[config.mk]
export PLATFORM = sky130hd
export DESIGN_NAME = lbal_dev_end_flat
export DESIGN_NICKNAME = d
export VERILOG_FILES = /design/src/logic/lbal_pkg.sv /design/src/logic/lbal_if.sv /design/src/logic/lbal_dev_end.sv /design/src/flat_wrapper.sv
export VERILOG_INCLUDE_DIRS = /design/src /design/src/logic
export SDC_FILE = /design/constraint.sdc
export NUM_CORES = 1
export LEC_CHECK = 0
export BUFFER_PORTS_ARGS = -buffer_cell sky130_fd_sc_hd__buf_2
export CORE_ASPECT_RATIO = 1.2
export CORE_UTILIZATION = 50
export DETAILED_ROUTE_END_ITERATION = 10
export PLACE_DENSITY = 0.74
export SETUP_SLACK_MARGIN = 0.1
export SYNTH_ARGS = -nofsm -noshare
export SYNTH_HDL_FRONTEND = slang
export SYNTH_SLANG_ARGS = --single-unit
[constraint.sdc]
create_clock -name i_clk -period 25.7 [get_ports i_clk]
set_input_delay 5.14 -clock i_clk [delete_from_list [all_inputs] [get_ports i_clk]]
set_output_delay 5.14 -clock i_clk [all_outputs]
set_load 0.01 [all_outputs]
[src/logic/lbal_defines.svh]
`ifndef LBAL_DEFINES_SVH
`define LBAL_DEFINES_SVH
// size codes
`define LBAL_SZ_8 3'h0
`define LBAL_SZ_16 3'h1
`define LBAL_SZ_32 3'h2
`define LBAL_SZ_64 3'h3
`define LBAL_SZ_128 3'h4
// alignment masks on the low four address bits
`define LBAL_AMASK_16 4'h1
`define LBAL_AMASK_32 4'h3
`define LBAL_AMASK_64 4'h7
`define LBAL_AMASK_128 4'hf
// lane select patterns, active high before inversion
`define LBAL_LANES_ALL 8'hff
`define LBAL_LANES_HALF 8'h0f
`define LBAL_LANES_PAIR 8'h03
`define LBAL_LANES_ONE 8'h01
`define LBAL_LANES_NONE 8'h00
`define LBAL_LANE_MAX 3'h7
// pipelining depth: at most three outstanding transfers
`define LBAL_MAX_OUT 2'h3
// result buffer slots and bus words per item
`define LBAL_BUF_DEPTH 3'h2
`define LBAL_WORDS_ONE 3'h1
`define LBAL_WORDS_TWO 3'h2
`define LBAL_WORD_STEP 29'h0000001
`define LBAL_ZERO_BYTE 3'h0
`endif

[src/logic/lbal_pkg.sv]
package lbal_pkg;
  `include "lbal_defines.svh"
  typedef logic [2:0] lbal_size_t;
  typedef enum logic [1:0] {
    LBAL_IDLE = 2'b00,
    LBAL_ISSUE = 2'b01,
    LBAL_SECOND = 2'b10
  } lbal_state_t;
endpackage

[src/logic/lbal_if.sv]
`timescale 1ns/10ps
`default_nettype none
interface lbal_if;
  logic [28:0] addr;
  logic [63:0] wdata;
  logic [63:0] rdata;
  logic [7:0] lane_select_n;
  logic cycle_start_strobe_n;
  logic write_not_read;
  logic cycle_done_n;
  logic next_address_request_n;
  logic cache_fill_enable_n;
  modport dev (output addr, wdata, lane_select_n, cycle_start_strobe_n, write_not_read,
    input rdata, cycle_done_n, next_address_request_n, cache_fill_enable_n);
  modport mem (input addr, wdata, lane_select_n, cycle_start_strobe_n, write_not_read,
    output rdata, cycle_done_n, next_address_request_n, cache_fill_enable_n);
endinterface
`default_nettype wire

[src/logic/lbal_dev_end.sv]
`timescale 1ns/10ps
`default_nettype none
`include "lbal_defines.svh"
module lbal_dev_end (
  input wire logic i_clk, // clock
  input wire logic i_rst_n, // sync reset, low
  lbal_if.dev bus, // link to memory end
  input wire logic i_req_valid, // request offered
  output logic o_req_ready, // request accepted this clock
  input wire logic i_req_write, // write when high
  input wire logic i_req_fetch, // instruction fetch
  input wire logic i_req_signed, // sign extend 8- and 16-bit reads
  input wire lbal_pkg::lbal_size_t i_req_size, // item size code
  input wire logic [31:0] i_req_addr, // byte address
  input wire logic [127:0] i_req_wdata, // write data, low aligned
  input wire logic i_supervisor, // supervisor mode
  input wire logic i_set_big, // endian set strobe
  input wire logic i_big_value, // new endian mode
  output logic o_big_endian, // current endian mode
  output logic o_trap, // misalign trap pulse
  output logic o_rsp_valid, // read result valid
  input wire logic i_rsp_ready, // result consumer ready
  output logic [63:0] o_rsp_data, // read result word
  output logic [1:0] o_outstanding // transfers in flight
);
  import lbal_pkg::*;
  lbal_state_t state, next_state;
  logic big, next_big, trap, next_trap, ads_n, next_ads_n, wnr, next_wnr;
  logic [28:0] addr, next_addr;
  logic [63:0] wdata, next_wdata, hi_word, next_hi_word;
  logic [7:0] lsel_n, next_lsel_n;
  logic [1:0] outs, next_outs;
  // open cycles, oldest in the low byte: {write, signed, size, lane}
  logic [23:0] flight, next_flight;
  logic [7:0] rec;
  logic [1:0] keep;
  logic [2:0] words;
  logic done_now;
  // derived request view
  logic [3:0] amask;
  logic misalign, use_big, take;
  logic [2:0] lane;
  logic [7:0] lanes;
  logic [63:0] shifted, rd_word, ext;
  // two-entry result buffer
  logic [63:0] buf_d [0:1];
  logic [1:0] buf_n;
  logic buf_wp, buf_rp, push, pop, buf_ready;
  // size-driven alignment check and lane placement
  always_comb begin
    case (i_req_size)
      `LBAL_SZ_16: amask = `LBAL_AMASK_16;
      `LBAL_SZ_32: amask = `LBAL_AMASK_32;
      `LBAL_SZ_64: amask = `LBAL_AMASK_64;
      `LBAL_SZ_128: amask = `LBAL_AMASK_128;
      default: amask = 4'h0;
    endcase
    misalign = |(i_req_addr[3:0] & amask);
    use_big = big && !i_req_fetch;
    case (i_req_size)
      `LBAL_SZ_8: lanes = `LBAL_LANES_ONE;
      `LBAL_SZ_16: lanes = `LBAL_LANES_PAIR;
      `LBAL_SZ_32: lanes = `LBAL_LANES_HALF;
      default: lanes = `LBAL_LANES_ALL;
    endcase
    // big endian mirrors lane index within the word
    case (i_req_size)
      `LBAL_SZ_8: lane = use_big ? `LBAL_LANE_MAX - i_req_addr[2:0] : i_req_addr[2:0];
      `LBAL_SZ_16: lane = use_big ? 3'h6 - {i_req_addr[2:1], 1'b0} : {i_req_addr[2:1], 1'b0};
      `LBAL_SZ_32: lane = use_big ? 3'h4 - {i_req_addr[2], 2'b00} : {i_req_addr[2], 2'b00};
      default: lane = `LBAL_ZERO_BYTE;
    endcase
    lanes = 8'(lanes << lane);
    shifted = 64'(i_req_wdata[63:0] << {lane, 3'b000});
  end
  // pipelined issue limited by outstanding count; buffer room reserved
  // a 128-bit read opens two cycles and fills two slots; open writes hold a slot too,
  // which costs some read overlap but can never overrun the buffer
  assign words = (i_req_size == `LBAL_SZ_128) ? `LBAL_WORDS_TWO : `LBAL_WORDS_ONE;
  assign done_now = !bus.cycle_done_n && outs != 2'h0;
  assign buf_ready = (3'(buf_n) + 3'(outs) + words) <= `LBAL_BUF_DEPTH;
  assign take = i_req_valid && (state == LBAL_IDLE) && (misalign
    || ((3'(outs) + words) <= 3'(`LBAL_MAX_OUT) && (i_req_write || buf_ready)));
  assign o_req_ready = take;
  // read word: shift wanted byte to lane 0, keep size, extend
  always_comb begin
    rd_word = bus.rdata >> {flight[2:0], 3'b000};
    case (flight[5:3])
      `LBAL_SZ_8: ext = {{56{flight[6] & rd_word[7]}}, rd_word[7:0]};
      `LBAL_SZ_16: ext = {{48{flight[6] & rd_word[15]}}, rd_word[15:0]};
      `LBAL_SZ_32: ext = {32'h0, rd_word[31:0]};
      default: ext = bus.rdata;
    endcase
  end
  // issue state, endian mode and outstanding count
  always_comb begin
    next_state = state;
    next_big = big;
    next_trap = 1'b0;
    next_ads_n = 1'b1; // strobe lasts one clock
    next_wnr = wnr;
    next_addr = addr;
    next_wdata = wdata;
    next_hi_word = hi_word;
    next_lsel_n = lsel_n;
    rec = {wnr, 1'b0, `LBAL_SZ_128, `LBAL_ZERO_BYTE}; // second half of a 128-bit item
    next_outs = outs;
    if (i_set_big && i_supervisor) begin
      next_big = i_big_value;
    end
    case (state)
      LBAL_IDLE: begin
        if (take && misalign) begin
          next_trap = 1'b1; // no cycle started
        end else if (take) begin
          next_ads_n = 1'b0;
          next_wnr = i_req_write;
          next_addr = i_req_addr[31:3];
          next_wdata = shifted;
          next_hi_word = i_req_wdata[127:64];
          next_lsel_n = ~lanes; // also on reads
          rec = {i_req_write, i_req_signed, i_req_size, lane};
          if (i_req_size == `LBAL_SZ_128) begin
            next_state = LBAL_SECOND;
          end else begin
            next_state = LBAL_ISSUE;
          end
        end
      end
      LBAL_SECOND: begin
        // second half of a 128-bit item, always one clock later
        next_ads_n = 1'b0;
        next_addr = addr + `LBAL_WORD_STEP;
        next_wdata = hi_word;
        next_state = LBAL_ISSUE;
      end
      LBAL_ISSUE: next_state = LBAL_IDLE; // new cycle every other clock
      default: next_state = LBAL_IDLE;
    endcase
    next_outs = 2'(outs + {1'b0, !next_ads_n} - {1'b0, done_now});
    // answers come in order: retire the oldest, file the new cycle behind the rest
    keep = 2'(outs - {1'b0, done_now});
    next_flight = done_now ? {8'h00, flight[23:8]} : flight;
    if (!next_ads_n) begin
      next_flight[{keep, 3'b000} +: 8] = rec;
    end
  end
  always_ff @(posedge i_clk) begin
    if (!i_rst_n) begin
      state <= LBAL_IDLE;
      big <= 1'b0;
      trap <= 1'b0;
      ads_n <= 1'b1;
      wnr <= 1'b0;
      addr <= 29'h0;
      wdata <= 64'h0;
      hi_word <= 64'h0;
      lsel_n <= 8'hff;
      flight <= 24'h0;
      outs <= 2'h0;
    end else begin
      state <= next_state;
      big <= next_big;
      trap <= next_trap;
      ads_n <= next_ads_n;
      wnr <= next_wnr;
      addr <= next_addr;
      wdata <= next_wdata;
      hi_word <= next_hi_word;
      lsel_n <= next_lsel_n;
      flight <= next_flight;
      outs <= next_outs;
    end
  end
  // result buffer; space reserved at issue so a stall loses no word
  assign push = done_now && !flight[7]; // direction of the cycle being answered
  assign pop = o_rsp_valid && i_rsp_ready;
  always_ff @(posedge i_clk) begin
    if (!i_rst_n) begin
      buf_n <= 2'h0;
      buf_wp <= 1'b0;
      buf_rp <= 1'b0;
      o_rsp_valid <= 1'b0;
      o_rsp_data <= 64'h0;
    end else begin
      if (push) begin
        buf_d[buf_wp] <= ext;
        buf_wp <= !buf_wp;
      end
      if (pop) begin
        buf_rp <= !buf_rp;
      end
      buf_n <= 2'(buf_n + {1'b0, push} - {1'b0, pop});
      o_rsp_valid <= (2'(buf_n + {1'b0, push} - {1'b0, pop})) != 2'h0;
      o_rsp_data <= (pop || !o_rsp_valid) ? ((buf_n - {1'b0, pop}) != 2'h0 ?
        buf_d[!buf_rp ^ !pop] : ext) : o_rsp_data;
    end
  end
  assign bus.addr = addr;
  assign bus.wdata = wdata;
  assign bus.lane_select_n = lsel_n;
  assign bus.cycle_start_strobe_n = ads_n;
  assign bus.write_not_read = wnr;
  assign o_big_endian = big;
  assign o_trap = trap;
  assign o_outstanding = outs;
endmodule
`default_nettype wire

[src/flat_wrapper.sv]
// flat-port wrapper written by rule: the top's interface ports become plain ports
module lbal_dev_end_flat import lbal_pkg::*;
  (i_clk, i_rst_n, i_req_valid, o_req_ready, i_req_write, i_req_fetch, i_req_signed, i_req_size, i_req_addr, i_req_wdata, i_supervisor, i_set_big, i_big_value, o_big_endian, o_trap, o_rsp_valid, i_rsp_ready, o_rsp_data, o_outstanding, bus_addr, bus_wdata, bus_lane_select_n, bus_cycle_start_strobe_n, bus_write_not_read, bus_rdata, bus_cycle_done_n, bus_next_address_request_n, bus_cache_fill_enable_n);
  lbal_if bus_i ();
  input wire logic i_clk;
  input wire logic i_rst_n;
  input wire logic i_req_valid;
  output logic o_req_ready;
  input wire logic i_req_write;
  input wire logic i_req_fetch;
  input wire logic i_req_signed;
  input wire lbal_pkg::lbal_size_t i_req_size;
  input wire logic [31:0] i_req_addr;
  input wire logic [127:0] i_req_wdata;
  input wire logic i_supervisor;
  input wire logic i_set_big;
  input wire logic i_big_value;
  output logic o_big_endian;
  output logic o_trap;
  output logic o_rsp_valid;
  input wire logic i_rsp_ready;
  output logic [63:0] o_rsp_data;
  output logic [1:0] o_outstanding;
  output wire logic [$bits(bus_i.addr)-1:0] bus_addr;
  output wire logic [$bits(bus_i.wdata)-1:0] bus_wdata;
  output wire logic [$bits(bus_i.lane_select_n)-1:0] bus_lane_select_n;
  output wire logic [$bits(bus_i.cycle_start_strobe_n)-1:0] bus_cycle_start_strobe_n;
  output wire logic [$bits(bus_i.write_not_read)-1:0] bus_write_not_read;
  input wire logic [$bits(bus_i.rdata)-1:0] bus_rdata;
  input wire logic [$bits(bus_i.cycle_done_n)-1:0] bus_cycle_done_n;
  input wire logic [$bits(bus_i.next_address_request_n)-1:0] bus_next_address_request_n;
  input wire logic [$bits(bus_i.cache_fill_enable_n)-1:0] bus_cache_fill_enable_n;
  assign bus_addr = bus_i.addr;
  assign bus_wdata = bus_i.wdata;
  assign bus_lane_select_n = bus_i.lane_select_n;
  assign bus_cycle_start_strobe_n = bus_i.cycle_start_strobe_n;
  assign bus_write_not_read = bus_i.write_not_read;
  assign bus_i.rdata = bus_rdata;
  assign bus_i.cycle_done_n = bus_cycle_done_n;
  assign bus_i.next_address_request_n = bus_next_address_request_n;
  assign bus_i.cache_fill_enable_n = bus_cache_fill_enable_n;
  lbal_dev_end u_core (.i_clk(i_clk), .i_rst_n(i_rst_n), .bus(bus_i), .i_req_valid(i_req_valid), .o_req_ready(o_req_ready), .i_req_write(i_req_write), .i_req_fetch(i_req_fetch), .i_req_signed(i_req_signed), .i_req_size(i_req_size), .i_req_addr(i_req_addr), .i_req_wdata(i_req_wdata), .i_supervisor(i_supervisor), .i_set_big(i_set_big), .i_big_value(i_big_value), .o_big_endian(o_big_endian), .o_trap(o_trap), .o_rsp_valid(o_rsp_valid), .i_rsp_ready(i_rsp_ready), .o_rsp_data(o_rsp_data), .o_outstanding(o_outstanding));
endmodule
==> metrics.log <==
INFO  metric power_frac_seq = 36.9%
INFO  metric fin_setup_tns = 0 ns
INFO  metric asyncSetResetFlopFracSynth = 0%
INFO  metric fillers = 3319
INFO  metric ys_dominant_reg_cell = dfxtp_1
INFO  metric global_route.overflow_total = 0
INFO  metric globalRouteMet3Util = 6.78%
INFO  metric startpoint_type = primary input
INFO  metric drt-total-wl = 68.8 mm
INFO  metric grt_first_pass_wirelength = 104 mm
INFO  metric max_cap_viol_count = 0
INFO  metric grt_setup_unrepaired = false
INFO  metric power_leakage = 10.0 nW
INFO  metric detail_route.wl_per_cell = 23.1 um
INFO  metric route.vias.total = 18300
INFO  metric synth_seq_area_share = 46.9%
INFO  metric post-route-drc-count = 0
INFO  metric post-synth-top-count-cell = nand2_1
INFO  metric grt_use_total = 33.9%
INFO  metric timing_worst_slew_pin_value = 1.01 ns
INFO  metric setup_violations = 0
INFO  metric grt_max_degree = 125
INFO  metric outcome = finished, final reports clean
INFO  metric gp_congestion = 0.943
INFO  metric min_delay_path_depth = 2
INFO  metric pin_count = 413
INFO  metric multiInputGateArea = 9540 um2
INFO  metric synth_enable_flop_cells = 128
INFO  metric placed_cells_incl_taps = 2892
INFO  metric antenna_left = 0
INFO  metric synth_top_cells_by_count = nand2_1 (378), dfxtp_1 (266), a21oi_1 (194), mux2i_1 (173), edfxtp_1 (128)
INFO  metric intPower = 1.48 mW
INFO  metric vdd_drop_max = 0.0652 mV
INFO  metric initial_utilization = 51.2%
INFO  metric timing_max_transition_violations_final = 0
INFO  metric placementRows = 78
INFO  metric clk_root_buffer_cell = clkbuf_16
INFO  metric die_width = 182 um
INFO  metric numCtsBuffers = 42
INFO  metric power_frac_comb = 37.7%
INFO  metric slew_margin_rel = 32.4%
INFO  metric place_worst_setup_slack = 13.03 ns
INFO  metric groute.layer.met2.usage = 57.9%
INFO  metric floorplan.die_area = 39900 um2
INFO  metric synth_area = 19500 um2
INFO  metric cts-root-to-sink-buffers = 3
INFO  metric die_h = 219 um
INFO  metric clock-skew-final = 0.0261 ns
INFO  metric worst_reg2reg_path_length_in_cells = 12
INFO  metric instances_no_fill = 2975
INFO  metric syn2layout_area_growth = 18.6%
INFO  metric kind_of_end_point_of_the_critical_path = output pin
INFO  metric synth_area_per_cell = 9.27 um2
INFO  metric most_used_layer_global_route = met2
INFO  metric htreeDepth = 2
INFO  metric drt_pass1_iterations = 5
INFO  metric worst_path_max_delay_cell = fa_1
INFO  metric synth_top_cells_by_area = dfxtp_1 (27%), edfxtp_1 (20%), mux2i_1 (8.9%), nand2_1 (7.3%), a21oi_1 (5.0%)
INFO  metric period_needed = 12.69 ns
INFO  metric yosysTopAreaCellShare = 27.3%
INFO  metric synth_seq_cells = 394
INFO  metric clk_pin_slew_worst_paths = 0.06 ns
INFO  metric synthDistinctLibCells = 78
INFO  metric gr-usage-met1 = 40.6%
INFO  metric critical_path.max_stage_delay = 0.49 ns
INFO  metric max_clock_freq = 78.8 MHz
INFO  metric drt_iter0_drc = 1483
INFO  metric power.share.clock = 25.4%
INFO  metric critical_path_arrival = 7.55 ns
INFO  metric holdCritPathClass = reg2reg
INFO  metric post_cts.repair.setup_buffers = 0
INFO  metric fp.coreArea = 38200 um2
INFO  metric timing_worst_setup_path_type = in2out
INFO  metric drive_above_1_share = 23.8%
INFO  metric switching_share = 38.3%
INFO  metric place.port_buffers = 410
INFO  metric layout_worst_path_cycle_share = 49.4%
INFO  metric yosys_warnings = 0
INFO  metric clock_latency = 0.55 ns
INFO  metric cts_tree = done
INFO  metric switching_power = 922 uW
INFO  metric post_drt_via_cell_ratio = 6.14
INFO  metric grt_pass1_vias = 17700
INFO  metric synth_cells = 2108
INFO  metric finalNetCount = 2669
INFO  metric ctsResizeCount = 0
INFO  metric synth_top_area_cell = dfxtp_1
INFO  metric syn_nets = 2361
INFO  metric power.density_cell_area = 104 nW/um2
INFO  metric critical_path_peak_fanout = 10
INFO  metric report.power.total = 2.41 mW
INFO  metric timing_hold_violations_final = 0
INFO  metric critPathRequiredTime = 20.56 ns
INFO  metric finalWorstSetupSlack = 13.01 ns
INFO  metric detailed_place_hpwl = 47.9 mm
INFO  metric clock_sinks = 394
INFO  metric ff_latch_area = 9170 um2
INFO  metric cp_cell_sequence = buf_2, nor3b_4, inv_2, fa_1, inv_1, ha_1, xor2_1, a21oi_1, or3_1, a21oi_1, buf_2
INFO  metric hold_fix_buffers_at_cts = 0
INFO  metric antenna_found_initial = 14
## kinds of logic (layout without fill, tap and decap cells)
group,Yosys count,in the layout,share of synthesized area (%)
xor+xnor,13,13,0.583
compound gates,641,641,22.0
fa+ha+maj,13,13,0.909
simple gates,645,645,14.2
flops,394,394,46.9
other cells,0,5,0
buf+inv,203,545,4.62
mux,199,199,10.8
## flip-flops by register name (all words and copies together) (netlist names), 2 cells and up
register / count
u_core.o_rsp_data: 64
u_core.flight: 24
u_core.bus.wdata: 64
u_core.buf_n: 2
u_core.o_outstanding: 2
u_core.state: 2
u_core.bus.lane_select_n: 8
u_core.bus.addr: 29
u_core.hi_word: 64
u_core.buf_d: 128
## final cells by class
cell class                 instances  area share (%)
multi-input combinational       1511            41.2
sequential                       394            39.6
timing repair buffer             439            9.81
clock buffer                      64            5.61
tap                              520            2.81
inverter                          28           0.486
clock inverter                    14           0.459
antenna                            5          0.0540
## critical path: cells and delay by family
family                     cells  cell delay (ns)
AOI/OAI and AO/OA              2             0.31
xor gates and xnor gates       1             0.14
adders and majority gates      2             0.69
buffers and inverters          4             0.51
and+or+nand+nor                2             0.76
## power by group through the flow
stage                     sequential, mW  combinational [mW]  clock [mW]
after floorplan                    0.920               0.566           0
final                              0.888               0.908       0.611
after global routing               0.900               0.988       0.643
after detailed placement           0.896               0.901           0
after CTS                          0.885               0.905       0.619
after global placement             0.892               0.883           0
## layer usage
layer  routed length [um]  vias to the layer above
met1                25900                     8713
li1                     -                     8404
met2                33200                      941
met5                  103                        -
met4                 3610                       18
met3                 5990                      183
## placed cells by master, fill, tap and decap left out, drive strengths merged, types with 10 or more instances in the layout
| cell type | synthesis | final |
|---|---|---|
| nand2 | 378 | 378 |
| buf | 85 | 439 |
| nor3 | 11 | 11 |
| o22ai | 10 | 10 |
| o211ai | 43 | 43 |
| a221oi | 47 | 47 |
| ha | 11 | 11 |
| dfxtp | 266 | 266 |
| clkbuf | 90 | 64 |
| nor2b | 18 | 18 |
| o21ai | 116 | 116 |
| o2bb2ai | 12 | 12 |
| clkinv | 1 | 12 |
| nand2b | 11 | 11 |
| a21oi | 194 | 194 |
| a31oi | 41 | 41 |
| nand3 | 47 | 47 |
| mux2 | 19 | 19 |
| nor2 | 122 | 122 |
| inv | 27 | 27 |
| a311oi | 11 | 11 |
| a22oi | 12 | 12 |
| a22o | 20 | 20 |
| a211oi | 35 | 35 |
| edfxtp | 128 | 128 |
| a32o | 12 | 12 |
| mux2i | 173 | 173 |
## per-stage QoR
| stage | cell area [um2] | hold slack [ns] | utilization, % |
|---|---|---|---|
| 2_1_floorplan | 19500 | 0.432 | - |
| 3_3_place_gp | 21700 | 0.435 | 57.0 |
| 3_5_place_dp | 21700 | 0.442 | 57.0 |
| 4_1_cts | 23200 | 0.452 | 60.7 |
| 5_1_grt | 23200 | 0.467 | 60.7 |
| 6_report | 23200 | 0.453 | 60.7 |
## worst paths after layout
kind                                            from                              end  slack, ns
setup / recovery                       i_req_size[2]                      o_req_ready      13.01
hold / removal       u_core.hi_word[46]$_SDFFE_PN0P_  u_core.hi_word[46]$_SDFFE_PN0P_       0.45
setup reg to reg  u_core.o_outstanding[1]$_SDFF_PN0_     u_core.flight[17]$_SDFF_PN0_      20.94
hold reg to reg      u_core.hi_word[46]$_SDFFE_PN0P_  u_core.hi_word[46]$_SDFFE_PN0P_       0.45
Power figures use the tool's default switching activity.
